**config.mk**
```make
export PLATFORM = sky130hd
export DESIGN_NAME = mpsc_top
export DESIGN_NICKNAME = d
export VERILOG_FILES = /design/src/hw/mpsc_pkg.sv /design/src/hw/mpsc_evt_if.sv /design/src/hw/mpsc_debounce.sv /design/src/hw/mpsc_timer.sv /design/src/hw/mpsc_top.sv
export VERILOG_INCLUDE_DIRS = /design/src /design/src/hw
export SDC_FILE = /design/constraint.sdc
export NUM_CORES = 1
export LEC_CHECK = 0
export BUFFER_PORTS_ARGS = -buffer_cell sky130_fd_sc_hd__buf_2
export CAP_MARGIN = 40
export CORE_MARGIN = 3
export CORE_UTILIZATION = 40
export CTS_CLUSTER_DIAMETER = 100
export DETAILED_ROUTE_END_ITERATION = 7
export PLACE_DENSITY = 0.59
export SLEW_MARGIN = 20
export SYNTH_ARGS = -nofsm -noshare
export SYNTH_HDL_FRONTEND = slang
export SYNTH_SLANG_ARGS = --single-unit
export TNS_END_PERCENT = 10
```
**constraint.sdc**
```tcl
create_clock -name clk -period 3.52 [get_ports clk]
set_input_delay 0.352 -clock clk [delete_from_list [all_inputs] [get_ports clk]]
set_output_delay 0.352 -clock clk [all_outputs]
set_load 0.01 [all_outputs]
```
**src/hw/mpsc_consts.svh**
```systemverilog
/*
  Constants of the module power-state control block: clock rate, press
  width, warning lead time, reset stretch and idle levels of the pins.
  Assumes the clock runs at the rate given here.
*/
`ifndef MPSC_CONSTS_SVH
`define MPSC_CONSTS_SVH

`define MPSC_CLK_MHZ        125
`define MPSC_CLK_KHZ        125000

// Least press width on every button and event input
`define MPSC_PRESS_MIN_MS   16
`define MPSC_PRESS_MIN_CYC  (`MPSC_PRESS_MIN_MS * `MPSC_CLK_KHZ)

// Lead time of the suspend warning before the rails change
`define MPSC_WARN_NS        1000
`define MPSC_WARN_CYC       ((`MPSC_WARN_NS * `MPSC_CLK_MHZ + 999) / 1000)

// Width of the module reset pulse after a reset press
`define MPSC_RST_HOLD_MS    1
`define MPSC_RST_HOLD_CYC   (`MPSC_RST_HOLD_MS * `MPSC_CLK_KHZ)

// Idle level of the pulled-up active-low inputs
`define MPSC_IN_IDLE        1'b1
// Reset values of the active-low outputs (soft off after reset)
`define MPSC_SUSP_RST       1'b1
`define MPSC_RAIL_RST       1'b0
`define MPSC_SOFT_RST       1'b0
`define MPSC_MRST_RST       1'b1

`endif

```
**src/hw/mpsc_pkg.sv**
```systemverilog
/*
  Types of the module power-state control block.
  Assumes nothing of its surroundings.
*/
package mpsc_pkg;

  typedef enum logic [2:0] {
    ST_OFF,
    ST_ON,
    ST_WARN,
    ST_S3,
    ST_S4
  } mpsc_state_e;

endpackage

```
**src/hw/mpsc_evt_if.sv**
```systemverilog
/*
  Carrier of one filtered input: its stable level and its edge pulses.
  Assumes a single clock shared by producer and consumer.
*/
interface mpsc_evt_if;
  logic level;
  logic fell;
  logic rose;

  modport src (output level, output fell, output rose);
  modport dst (input level, input fell, input rose);
endinterface

```
**src/hw/mpsc_debounce.sv**
```systemverilog
/*
  Two-flop synchroniser and debouncer for one active-low pin, with
  registered edge pulses of the filtered level.
  Assumes the pin idles high through its pull-up.
*/
`include "mpsc_consts.svh"

module mpsc_debounce #(
  parameter int unsigned CYC = `MPSC_PRESS_MIN_CYC
) (
  input  wire logic clk,  // Standby clock
  input  wire logic rst,  // Synchronous reset
  input  wire logic raw,  // Pin level
  mpsc_evt_if.src   ev    // Filtered level and edges
);
  localparam int CW = $clog2(CYC + 1);

  logic          sync1_reg;
  logic          sync2_reg;
  logic          level_reg;
  logic          level_next;
  logic [CW-1:0] cnt_reg;
  logic [CW-1:0] cnt_next;
  logic          fell_reg;
  logic          fell_next;
  logic          rose_reg;
  logic          rose_next;

  // A change is taken only after CYC equal samples, so shorter pulses vanish
  always_comb begin
    level_next = level_reg;
    cnt_next   = '0;
    fell_next  = 1'b0;
    rose_next  = 1'b0;
    if (sync2_reg != level_reg) begin
      if (cnt_reg == CW'(CYC - 1)) begin
        level_next = sync2_reg;
        fell_next  = ~sync2_reg;
        rose_next  = sync2_reg;
      end else begin
        cnt_next = cnt_reg + CW'(1);
      end
    end
  end

  always_ff @(posedge clk) begin
    if (rst) begin
      sync1_reg <= `MPSC_IN_IDLE;
      sync2_reg <= `MPSC_IN_IDLE;
      level_reg <= `MPSC_IN_IDLE;
      cnt_reg   <= '0;
      fell_reg  <= 1'b0;
      rose_reg  <= 1'b0;
    end else begin
      sync1_reg <= raw;
      sync2_reg <= sync1_reg;
      level_reg <= level_next;
      cnt_reg   <= cnt_next;
      fell_reg  <= fell_next;
      rose_reg  <= rose_next;
    end
  end

  assign ev.level = level_reg;
  assign ev.fell  = fell_reg;
  assign ev.rose  = rose_reg;
endmodule

```
**src/hw/mpsc_timer.sv**
```systemverilog
/*
  Down-counter with load, busy level and a one-cycle done pulse.
  Assumes start is a single-cycle request; a new start reloads.
*/
module mpsc_timer #(
  parameter int W = 8
) (
  input  wire logic         clk,   // Standby clock
  input  wire logic         rst,   // Synchronous reset
  input  wire logic         start, // Load request
  input  wire logic [W-1:0] load,  // Cycles to run
  output logic              busy,  // Counting
  output logic              done   // Pulse at the end
);
  logic [W-1:0] cnt_reg;
  logic [W-1:0] cnt_next;
  logic         done_reg;
  logic         done_next;

  always_comb begin
    cnt_next  = cnt_reg;
    done_next = 1'b0;
    if (start) begin
      cnt_next = load;
    end else if (cnt_reg != '0) begin
      cnt_next  = cnt_reg - W'(1);
      done_next = (cnt_reg == W'(1));
    end
  end

  always_ff @(posedge clk) begin
    if (rst) begin
      cnt_reg  <= '0;
      done_reg <= 1'b0;
    end else begin
      cnt_reg  <= cnt_next;
      done_reg <= done_next;
    end
  end

  assign busy = (cnt_reg != '0);
  assign done = done_reg;
endmodule

```
**src/hw/mpsc_top.sv**
```systemverilog
/*
  Power-state control of the processor module at its carrier connector:
  filters the buttons and event pins, sequences the sleep states and
  drives the active-low state outputs that switch the carrier's rails.
  Assumes the carrier pulls the inputs up and that all pins are already
  synchronous to clk in timing terms; each is still passed through two flops.
*/
`include "mpsc_consts.svh"

module mpsc_top #(
  parameter int unsigned PRESS_MIN_CYC = `MPSC_PRESS_MIN_CYC,
  parameter int unsigned RST_HOLD_CYC  = `MPSC_RST_HOLD_CYC,
  parameter int unsigned WARN_CYC      = `MPSC_WARN_CYC
) (
  input  wire logic clk,                // Standby clock, 125 MHz
  input  wire logic rst,                // Synchronous reset
  input  wire logic supply_good_in,     // Carrier supply ready
  input  wire logic power_button_n,     // Power button
  input  wire logic reset_button_n,     // Reset button
  input  wire logic sleep_button_n,     // Sleep button
  input  wire logic cover_switch_n,     // Lid switch, low when closed
  input  wire logic battery_low_n,      // Battery low event
  input  wire logic wake_n,             // External wake event
  output logic      suspend_pending_n,  // Low-power entry warning
  output logic      standby_rail_off_n, // Low in S3, S4, S5
  output logic      soft_off_state_n,   // Low in S4, S5
  output logic      module_reset_n,     // Module reset
  output logic      system_running,     // In S0
  output logic      power_press_evt,    // Power press pulse
  output logic      sleep_press_evt,    // Sleep press pulse
  output logic      cover_change_evt,   // Lid change pulse
  output logic      cover_closed,       // Filtered lid level
  output logic      battery_low_evt,    // Battery low pulse
  output logic      battery_low,        // Filtered battery low level
  output logic      wake_evt            // Wake request pulse
);
  localparam int NUM_IN  = 6;
  localparam int I_PWR   = 0;
  localparam int I_RST   = 1;
  localparam int I_SLP   = 2;
  localparam int I_CVR   = 3;
  localparam int I_BAT   = 4;
  localparam int I_WAKE  = 5;
  localparam int WARN_W  = $clog2(WARN_CYC + 1);
  localparam int HOLD_W  = $clog2(RST_HOLD_CYC + 1);

  // Bit order follows the I_ indices above
  logic [NUM_IN-1:0] raw_n;

  assign raw_n = {wake_n, battery_low_n, cover_switch_n,
                  sleep_button_n, reset_button_n, power_button_n};

  // One carrier per pin between its filter and the sequencer
  mpsc_evt_if evt [NUM_IN] ();

  // Every button and event pin gets the same filter; the press width is the one figure
  genvar gi;
  generate
    for (gi = 0; gi < NUM_IN; gi++) begin : g_deb
      mpsc_debounce #(
        .CYC (PRESS_MIN_CYC)
      ) u_deb (
        .clk (clk),
        .rst (rst),
        .raw (raw_n[gi]),
        .ev  (evt[gi])
      );
    end
  endgenerate

  logic pwr_fell;
  logic rst_fell;
  logic slp_fell;
  logic cvr_fell;
  logic cvr_rose;
  logic cvr_level;
  logic bat_fell;
  logic bat_level;
  logic wake_fell;

  assign pwr_fell  = evt[I_PWR].fell;
  assign rst_fell  = evt[I_RST].fell;
  assign slp_fell  = evt[I_SLP].fell;
  assign cvr_fell  = evt[I_CVR].fell;
  assign cvr_rose  = evt[I_CVR].rose;
  assign cvr_level = evt[I_CVR].level;
  assign bat_fell  = evt[I_BAT].fell;
  assign bat_level = evt[I_BAT].level;
  assign wake_fell = evt[I_WAKE].fell;

  // Supply-good level, two flops; it is a level, so no debounce
  // Resets low so the block sits in soft off until the carrier is ready
  logic sg_sync1_reg;
  logic sg_sync2_reg;
  logic supply_ok;

  always_ff @(posedge clk) begin
    if (rst) begin
      sg_sync1_reg <= 1'b0;
      sg_sync2_reg <= 1'b0;
    end else begin
      sg_sync1_reg <= supply_good_in;
      sg_sync2_reg <= sg_sync1_reg;
    end
  end

  assign supply_ok = sg_sync2_reg;

  // Power-state sequencer
  mpsc_pkg::mpsc_state_e state_reg;
  mpsc_pkg::mpsc_state_e state_next;
  mpsc_pkg::mpsc_state_e target_reg;
  mpsc_pkg::mpsc_state_e target_next;
  logic                  warn_start;
  logic                  warn_done;
  logic                  reset_req;

  // In soft off nothing runs that could be reset, so the press is dropped
  assign reset_req = rst_fell & supply_ok &
                     (state_reg != mpsc_pkg::ST_OFF);

  always_comb begin
    state_next  = state_reg;
    target_next = target_reg;
    warn_start  = 1'b0;
    if (!supply_ok) begin
      // Losing the supply drops straight to soft off, no warning possible
      state_next = mpsc_pkg::ST_OFF;
    end else if (reset_req) begin
      state_next = mpsc_pkg::ST_ON;
    end else begin
      unique case (state_reg)
        mpsc_pkg::ST_OFF: begin
          if (pwr_fell || wake_fell) begin
            state_next = mpsc_pkg::ST_ON;
          end
        end
        mpsc_pkg::ST_ON: begin
          // Power outranks battery low, which outranks sleep and lid
          if (pwr_fell) begin
            target_next = mpsc_pkg::ST_OFF;
            state_next  = mpsc_pkg::ST_WARN;
            warn_start  = 1'b1;
          end else if (bat_fell) begin
            target_next = mpsc_pkg::ST_S4;
            state_next  = mpsc_pkg::ST_WARN;
            warn_start  = 1'b1;
          end else if (slp_fell || cvr_fell) begin
            target_next = mpsc_pkg::ST_S3;
            state_next  = mpsc_pkg::ST_WARN;
            warn_start  = 1'b1;
          end
        end
        mpsc_pkg::ST_WARN: begin
          // Presses during the warning are dropped; only reset or supply loss cut it
          if (warn_done) begin
            state_next = target_reg;
          end
        end
        mpsc_pkg::ST_S3: begin
          // Lid open wakes only from sleep; in S0 it is just reported
          if (pwr_fell || slp_fell || cvr_rose || wake_fell) begin
            state_next = mpsc_pkg::ST_ON;
          end
        end
        mpsc_pkg::ST_S4: begin
          if (pwr_fell || wake_fell) begin
            state_next = mpsc_pkg::ST_ON;
          end
        end
        default: begin
          state_next = mpsc_pkg::ST_OFF;
        end
      endcase
    end
  end

  always_ff @(posedge clk) begin
    if (rst) begin
      state_reg  <= mpsc_pkg::ST_OFF;
      target_reg <= mpsc_pkg::ST_OFF;
    end else begin
      state_reg  <= state_next;
      target_reg <= target_next;
    end
  end

  // Warning lead time; the rails move once it has run out, or at once on a supply loss
  mpsc_timer #(
    .W (WARN_W)
  ) u_warn (
    .clk   (clk),
    .rst   (rst),
    .start (warn_start),
    .load  (WARN_W'(WARN_CYC)),
    .busy  (),
    .done  (warn_done)
  );

  // Module reset stretch; a second press restarts the pulse
  // The stretch runs on through a supply drop, so the carrier sees a full pulse
  logic hold_busy;

  mpsc_timer #(
    .W (HOLD_W)
  ) u_hold (
    .clk   (clk),
    .rst   (rst),
    .start (reset_req),
    .load  (HOLD_W'(RST_HOLD_CYC)),
    .busy  (hold_busy),
    .done  ()
  );

  // State outputs, registered from the next state so they track it exactly
  // Registering costs no latency here and keeps the carrier's pins glitch-free
  logic susp_reg;
  logic susp_next;
  logic rail_reg;
  logic rail_next;
  logic soft_reg;
  logic soft_next;
  logic mrst_reg;
  logic mrst_next;
  logic run_reg;
  logic run_next;

  always_comb begin
    susp_next = ~(state_next == mpsc_pkg::ST_WARN);
    rail_next = ~(state_next == mpsc_pkg::ST_S3 ||
                  state_next == mpsc_pkg::ST_S4 ||
                  state_next == mpsc_pkg::ST_OFF);
    soft_next = ~(state_next == mpsc_pkg::ST_S4 ||
                  state_next == mpsc_pkg::ST_OFF);
    mrst_next = ~(reset_req | hold_busy);
    run_next  = (state_next == mpsc_pkg::ST_ON);
  end

  always_ff @(posedge clk) begin
    if (rst) begin
      susp_reg <= `MPSC_SUSP_RST;
      rail_reg <= `MPSC_RAIL_RST;
      soft_reg <= `MPSC_SOFT_RST;
      mrst_reg <= `MPSC_MRST_RST;
      run_reg  <= 1'b0;
    end else begin
      susp_reg <= susp_next;
      rail_reg <= rail_next;
      soft_reg <= soft_next;
      mrst_reg <= mrst_next;
      run_reg  <= run_next;
    end
  end

  // Event reports; with no supply nobody listens, so they are masked
  // Levels stay unmasked so the pins can be read even with the supply down
  logic [4:0] ev_reg;
  logic [4:0] ev_next;
  logic [1:0] lvl_reg;
  logic [1:0] lvl_next;

  always_comb begin
    ev_next[0] = supply_ok & pwr_fell;
    ev_next[1] = supply_ok & slp_fell;
    ev_next[2] = supply_ok & (cvr_fell | cvr_rose);
    ev_next[3] = supply_ok & bat_fell;
    ev_next[4] = supply_ok & wake_fell;
    lvl_next   = {~bat_level, ~cvr_level};
  end

  always_ff @(posedge clk) begin
    if (rst) begin
      ev_reg  <= '0;
      lvl_reg <= '0;
    end else begin
      ev_reg  <= ev_next;
      lvl_reg <= lvl_next;
    end
  end

  assign suspend_pending_n  = susp_reg;
  assign standby_rail_off_n = rail_reg;
  assign soft_off_state_n   = soft_reg;
  assign module_reset_n     = mrst_reg;
  assign system_running     = run_reg;
  assign power_press_evt    = ev_reg[0];
  assign sleep_press_evt    = ev_reg[1];
  assign cover_change_evt   = ev_reg[2];
  assign battery_low_evt    = ev_reg[3];
  assign wake_evt           = ev_reg[4];
  assign cover_closed       = lvl_reg[0];
  assign battery_low        = lvl_reg[1];
endmodule

```
==> results of run 1 <==
-- worst max path at each step --
| stage | endpoint | slack [ns] | cells past startpoint |
|---|---|---|---|
| floorplan | u_hold.cnt_reg[14] | 1.59 | 4 |
| global placement | target_reg[2] | 1.34 | 5 |
| detailed placement | g_deb[1].u_deb.cnt_reg[2] | 1.23 | 5 |
| CTS | g_deb[1].u_deb.cnt_reg[2] | 1.22 | 5 |
| global route | g_deb[1].u_deb.cnt_reg[13] | 0.99 | 5 |
| finish | g_deb[1].u_deb.cnt_reg[2] | 1.27 | 5 |
-- logic make-up (layout without fill, tap and decap cells) --
kind of cell / after synthesis / after routing / synth area share [%]
AOI/OAI and AO/OA: 56 / 56 / 4.446
and+or+nand+nor: 477 / 477 / 29.53
adders and majority gates: 10 / 10 / 1.549
xor gates and xnor gates: 126 / 126 / 13.66
muxes: 1 / 1 / 0.1239
DFF: 195 / 195 / 48.33
buffers and inverters: 44 / 74 / 2.355
-- cell type report --
cell class / count / area [um2] / area share, %
timing repair buffer: 22 / 115.1 / 1.278
tap: 265 / 331.6 / 3.680
inverter: 20 / 75.07 / 0.8332
sequential: 195 / 3904 / 43.33
multi-input combinational: 670 / 3983 / 44.20
clock buffer: 21 / 450.4 / 4.999
clock inverter: 11 / 151.4 / 1.680
-- routing by layer --
layer  part of all wire (%)  wire [um]
met4                    1.0        148
met5                      0          0
met3                    2.6        368
met2                     44       6230
met1                     52       7400
-- worst reg2reg max path: cells and delay by family (launching register included) --
kind          cells  cell delay [ns]
flops             1             0.37
simple gates      4             1.55
fa+ha+maj         1             0.20
-- layout by cell type (no fill, tap or decap), drive strengths merged, types with 23 or more instances in the layout --
cell type  count
nor3          23
inv           23
nand3         58
nor2         172
dfxtp        195
xnor2         51
nand4         30
nand2         69
xor2          75
-- stage by stage --
step	setup WS (ns)	instances	hold WS [ns]	instance area (um2)
after CTS	1.215	1204	0.08580	9010
after floorplan	1.588	909	0.3895	8077
final	1.268	1204	0.1078	9010
after global routing	0.9910	1204	0.08908	9010
after global placement	1.344	1172	0.3932	8408
after detailed placement	1.226	1172	0.3937	8408
-- power breakdown --
group	internal [mW]	switching, mW
clock network	1.14	0.826
registers	2.34	0.114
logic	0.378	0.453
total	3.86	1.39
==> results.md, run 1 <==
- Routability cong.: about 0.77
- Most common library cells after synthesis: dfxtp_1 (195), nor2_1 (172), xor2_1 (75)
- Reg2Reg Launch Point: g_deb[1].u_deb.cnt_reg[0]
- Synth Register Bits: about 200
- Post-DP HPWL: 9593 um
- I/O pin cnt: 21
- Worst Setup SP: g_deb[1].u_deb.cnt_reg[0]
- Clock sinks: 195
- Clock skew: about 0.0080 ns
- Fin Setup TNS: 0 ns
- Pwr Total: 5.251 mW
- Power per cell area: 582.8 nW/um2
- Nets: 945
- Largest net degree at the start of global routing: 29
- Actual slew at the worst max-slew pin: 0.8037 ns
- Crit Path Class: flop to flop
- Max reg flops: 126
- Min-Delay Endpoint: g_deb[1].u_deb.sync1_reg
- Vias in the first global route: roughly 5,500
- Yosys top cell area share: between 40% and 50%
- Startpoint Class: flop
- CP Capture Type: flop
- Synth area leaders: dfxtp_1 (48%), xor2_1 (8.1%), nor2_1 (8.0%)
- Initial antenna violation count: 0
- Post-synth EDFFs: 0
- DRC Markers: 0
- FMAX: 0.4440 GHz
- Layout Utilization: 45.84%
- ANT nets after route: 0
- Most used DFF post-synth: dfxtp_1
- Tmin final: between 2 and 2.5 ns
- Post-Syn Area: between 8000 and 9000 um2
- Worst path slowest cell: or3_1
- Hold path cells: 2
- Max VDD drop: between 0.0003 and 0.0004 V
- Pleak: ~3.1 nW
- IO buf count: 20
- Initial core utilization: between 40% and 50%
- H-tree levels: 4
- Met2 usage: 21.42%
- Diode count: 0
- Wire per inst: 11.75 um
- Vias: about 6,000
- Met1 Usage GRT: 18.04%
- Global route total overflow: 0
- # setup viols final: 0
- Cell count of the worst reg-to-reg path: 5
- WP data required: 3.81 ns
- Core area: 19,650 um2
- Sequential area share after synthesis: 48.33%
- Final hold viol count: 0
- FF-to-FF setup slack: about 1.3 ns
- Root Driver: clkbuf_16
- Avg Synthesized Cell Area: between 8 and 9 um2
- Tot GR Track Use: 13.52%
- Global route hottest layer: met2
- Filler cell count: roughly 2,000
- DRT Pass-1 Iters: 4
- Final Slew Violations: 0
- Cell family with most CP delay: simple AND/OR/NAND/NOR gates
- Die Y: 148.1 um
- Post-CTS setup buffers: 0
- Maxcap violations: 0
- Arrival @ worst endpoint: 2.54 ns
- First-pass GRT wire length: ~25,000 um
- Vias/cell: 4.840
- RSZ-0062 raised after global routing: false
- Hold Path Class: primary input to flop
- Synth warn: 0
- Critical path buffers and inverters: 0
- Row Count: 51
- R2r endpoint: g_deb[1].u_deb.cnt_reg[2]
- Number of CTS-inserted buffers: 17
- DR iter-0 viols: 189
- Worst-case clock buffer depth: 2
- Synthesis-to-layout area growth: 11.56%
- Status: finished, final reports clean
- Die width: 148.1 um
- Worst path max stage delay: between 0.6 and 0.7 ns
- Hold-fix buffers, CTS: 0
- Synth Net Count: just over 900
- Rel. slew slack: between 40% and 50%
- Met3 GRT Util: about 3.4%
- Total Wirelength: 14,150 um
- Crit-path max FO: 21
- Most numerous cell in the Yosys netlist: dfxtp_1
- Ys async rst share: 0%
- Synth unique cells: 54
- Critical path cell sequence: ha_1 > nand3_1 > nor4_1 > or3_1 > nor2_1
- Final Cycle Share: between 60% and 70%
- Syn Inst Count: approximately 900
- Layout cells sized above 1: 8.094%
- CTS tree: yes
- Largest area contributor in the synthesized netlist: dfxtp_1
- Clock latency on the worst-skew pair: 0.43 ns
- CTS resizes: 0
- HP Start: reset_button_n
- Die area: 21,930 um2
- Clock transition at the registers of the reported paths: 0.06 ns
No activity file was read; power rests on OpenSTA's default activity.
==> inputs of run 2 (changes only) <==
Settings changed: PLACE_DENSITY 0.59 to 0.61.
Clock period 3.52 ns to 2 ns, I/O delays scaled along.
==> run 2 against run 1 <==
  * Sequential share of layout area fell by 2.0 points
  * Sequential cell count did not move
  * Register-to-register slack got worse by 1.2 ns
  * Routed wire length rose by 1.3%
  * Global-route usage rose by 0.11 points
  * Combinational power rose by 100%
  * Utilization rose by 2.2 points
  * Clock skew rose by 0.0016 ns
  * Critical path type unchanged
  * Critical endpoint is now u_hold.cnt_reg[14]
==> results.md, run 2 (synthesis results as in run 1) <==
- Instance count on the critical path: 4 (-1)
- Placed Cells: 1,206 (+2.9%)
- Maxcap violations: 0 (unchanged)
- CP endpoint: u_hold.cnt_reg[14]
- WP data required: 2.36 ns (-1.45 ns)
- Final std cells w/o fill: 1,244 (+3.3%)
- Startpoint Class: flop
- ANT nets after route: 0 (unchanged)
- DRT Pass-1 Iters: 4 (unchanged)
- Crit Path Class: flop to flop
- Final worst slack: 0.06370 ns (-1.204 ns)
- Vias/cell: 4.894 (+1.1%)
- Critical path cell sequence: or4_4 > or3_4 > or4_1 > a31oi_1
- Routability cong.: 0.7968 (+3.2%)
- Arrival @ worst endpoint: 2.30 ns (-0.24 ns)
- Final Slew Violations: 0 (unchanged)
- R2r endpoint: u_hold.cnt_reg[14]
- Worst path max stage delay: 0.57 ns (-0.05 ns)
- Rel. slew slack: 64.08% (+18 points)
- Layout cells sized above 1: 11.64% (+3.6 points)
- Pwr Total: 9.715 mW (+85%)
- Worst Setup SP: u_hold.cnt_reg[8]
- Clock latency on the worst-skew pair: 0.43 ns (about the same)
- I/O pin cnt: 21 (unchanged)
- Most common cell after layout, fill and taps aside: dfxtp_1
- Max VDD drop: 0.0006471 V (+83%)
- Core area: 19,650 um2 (unchanged)
- Power per cell area: 1028 nW/um2 (+76%)
- Hold Path Class: primary input to flop
- Max reg flops: 126 (unchanged)
- IO buf count: 20 (unchanged)
- Cell count of the worst reg-to-reg path: 4 (-1)
- Worst-case clock buffer depth: 2 (unchanged)
- Post-DP HPWL: 9845 um (+2.6%)
- RSZ-0062 raised after global routing: true
- Diode count: 0 (unchanged)
- Root Driver: clkbuf_16
- Filler cell count: 1,942 (-3.4%)
- Layout Utilization: 48.08% (+2.2 points)
- Max Used Layer: met4
- Clock transition at the registers of the reported paths: 0.07 ns (about the same)
- Place WS: -0.03756 ns (-1.264 ns)
- HP Start: rst
- Die Y: 148.1 um (unchanged)
- Row Count: 51 (unchanged)
- Largest net degree at the start of global routing: 26 (-10%)
- Vias in the first global route: 5,682 (+3.4%)
- Number of CTS-inserted buffers: 17 (unchanged)
- Final Cycle Share: 96.81% (+33 points)
- Clock skew: 0.009574 ns (+0.001609 ns)
- Initial antenna violation count: 0 (unchanged)
- DRC Markers: 0 (unchanged)
- Met2 WL: 6238 um (+0.13%)
- CP Capture Type: flop
- FMAX: 0.5165 GHz (+16%)
- Tmin final: 1.936 ns (-0.3160 ns)
- Post-CTS setup buffers: 0 (unchanged)
- H-tree levels: 4 (unchanged)
- Total Wirelength: 14,330 um (+1.3%)
- Vias: 6,088 (+4.5%)
- Crit-path max FO: 5 (-76%)
- # setup viols final: 0 (unchanged)
- FF-to-FF setup slack: 0.06 ns (-1.20 ns)
- Metal3 WL: 358 um (-2.7%)
- DR iter-0 viols: 279 (+48%)
- Tot GR Track Use: 13.62% (+0.11 points)
- Status: finished, final reports clean
- CTS tree: yes
- Clock sinks: 195 (unchanged)
- Actual slew at the worst max-slew pin: 0.5346 ns (-0.2690 ns)
- Cell family with most CP delay: simple AND/OR/NAND/NOR gates
- M1 WL: 7445 um (+0.61%)
- Initial core utilization: 41.09% (unchanged)
- Worst Hold Margin: 0.2146 ns (+0.1068 ns)
- Final hold viol count: 0 (unchanged)
- Nets: 986 (+4.3%)
- Die width: 148.1 um (unchanged)
- Worst path slowest cell: or4_4
- Wire per inst: 11.52 um (-2.0%)
- Critical path buffers and inverters: 0 (unchanged)
- Synthesis-to-layout area growth: 17.01%
- Die area: 21,930 um2 (unchanged)
- Most frequent cells in the layout: dfxtp_1 (195), nor2_1 (172), xor2_1 (75), nand2_1 (69), nand3_1 (57)
- Pleak: 3.344 nW (+8.1%)
- First-pass GRT wire length: 25,100 um (+0.86%)
- Reg2Reg Launch Point: u_hold.cnt_reg[8]
- Global route total overflow: 0 (unchanged)
[run 2: cell types whose count changed in the layout (fill, tap and decap cells not counted), moves of 2 or more]
cell           before  now
buf_4               2   32
buf_12              0    4
clkbuf_1            3    0
dlygate4sd3_1       0    7
bufinv_16           3    5
[run 2: cell type report]
cell class	instances	area, um2	area share [%]
clock buffer	18	439.2	4.647
timing repair buffer	63	490.5	5.190
clock inverter	13	207.7	2.198
multi-input combinational	670	4003	42.35
sequential	195	3904	41.31
tap	265	331.6	3.509
inverter	20	75.07	0.7944
[run 2: routing by layer]
metal / track usage, % / vias up
li1: - / 3207
met1: 18.38 / 2807
met5: 0 / -
met2: 20.92 / 53
met4: 6.189 / 0
met3: 3.077 / 21
[run 2: worst min-delay path by stage]
stage               cells past startpoint                       end
finish                                  2         u_warn.cnt_reg[0]
global route                            2         u_warn.cnt_reg[3]
CTS                                     2         u_warn.cnt_reg[0]
detailed placement                      2  g_deb[2].u_deb.sync1_reg
global placement                        2  g_deb[2].u_deb.sync1_reg
floorplan                               1  g_deb[0].u_deb.sync1_reg
[run 2: through the flow]
| stage | TNS [ns] | cell area [um2] |
|---|---|---|
| 3_3_place_gp | 0 | 8713 |
| 6_report | 0 | 9450 |
| 2_1_floorplan | 0 | 8077 |
| 5_1_grt | -0.001063 | 9450 |
| 3_5_place_dp | -0.05594 | 8713 |
| 4_1_cts | 0 | 9437 |
[run 2: where the power goes]
| group | internal (mW) | switching, mW |
|---|---|---|
| Combinational | 0.848 | 0.848 |
| Clock | 2.25 | 1.46 |
| Sequential | 4.11 | 0.207 |
| Total | 7.20 | 2.51 |
[run 2: timing repair]
item	4_1_cts	5_1_grt
pin swaps	0	2
hold buffers	7	0
setup endpoints to repair	4	6
gates resized for setup	1	2
hold endpoints to repair	7	0
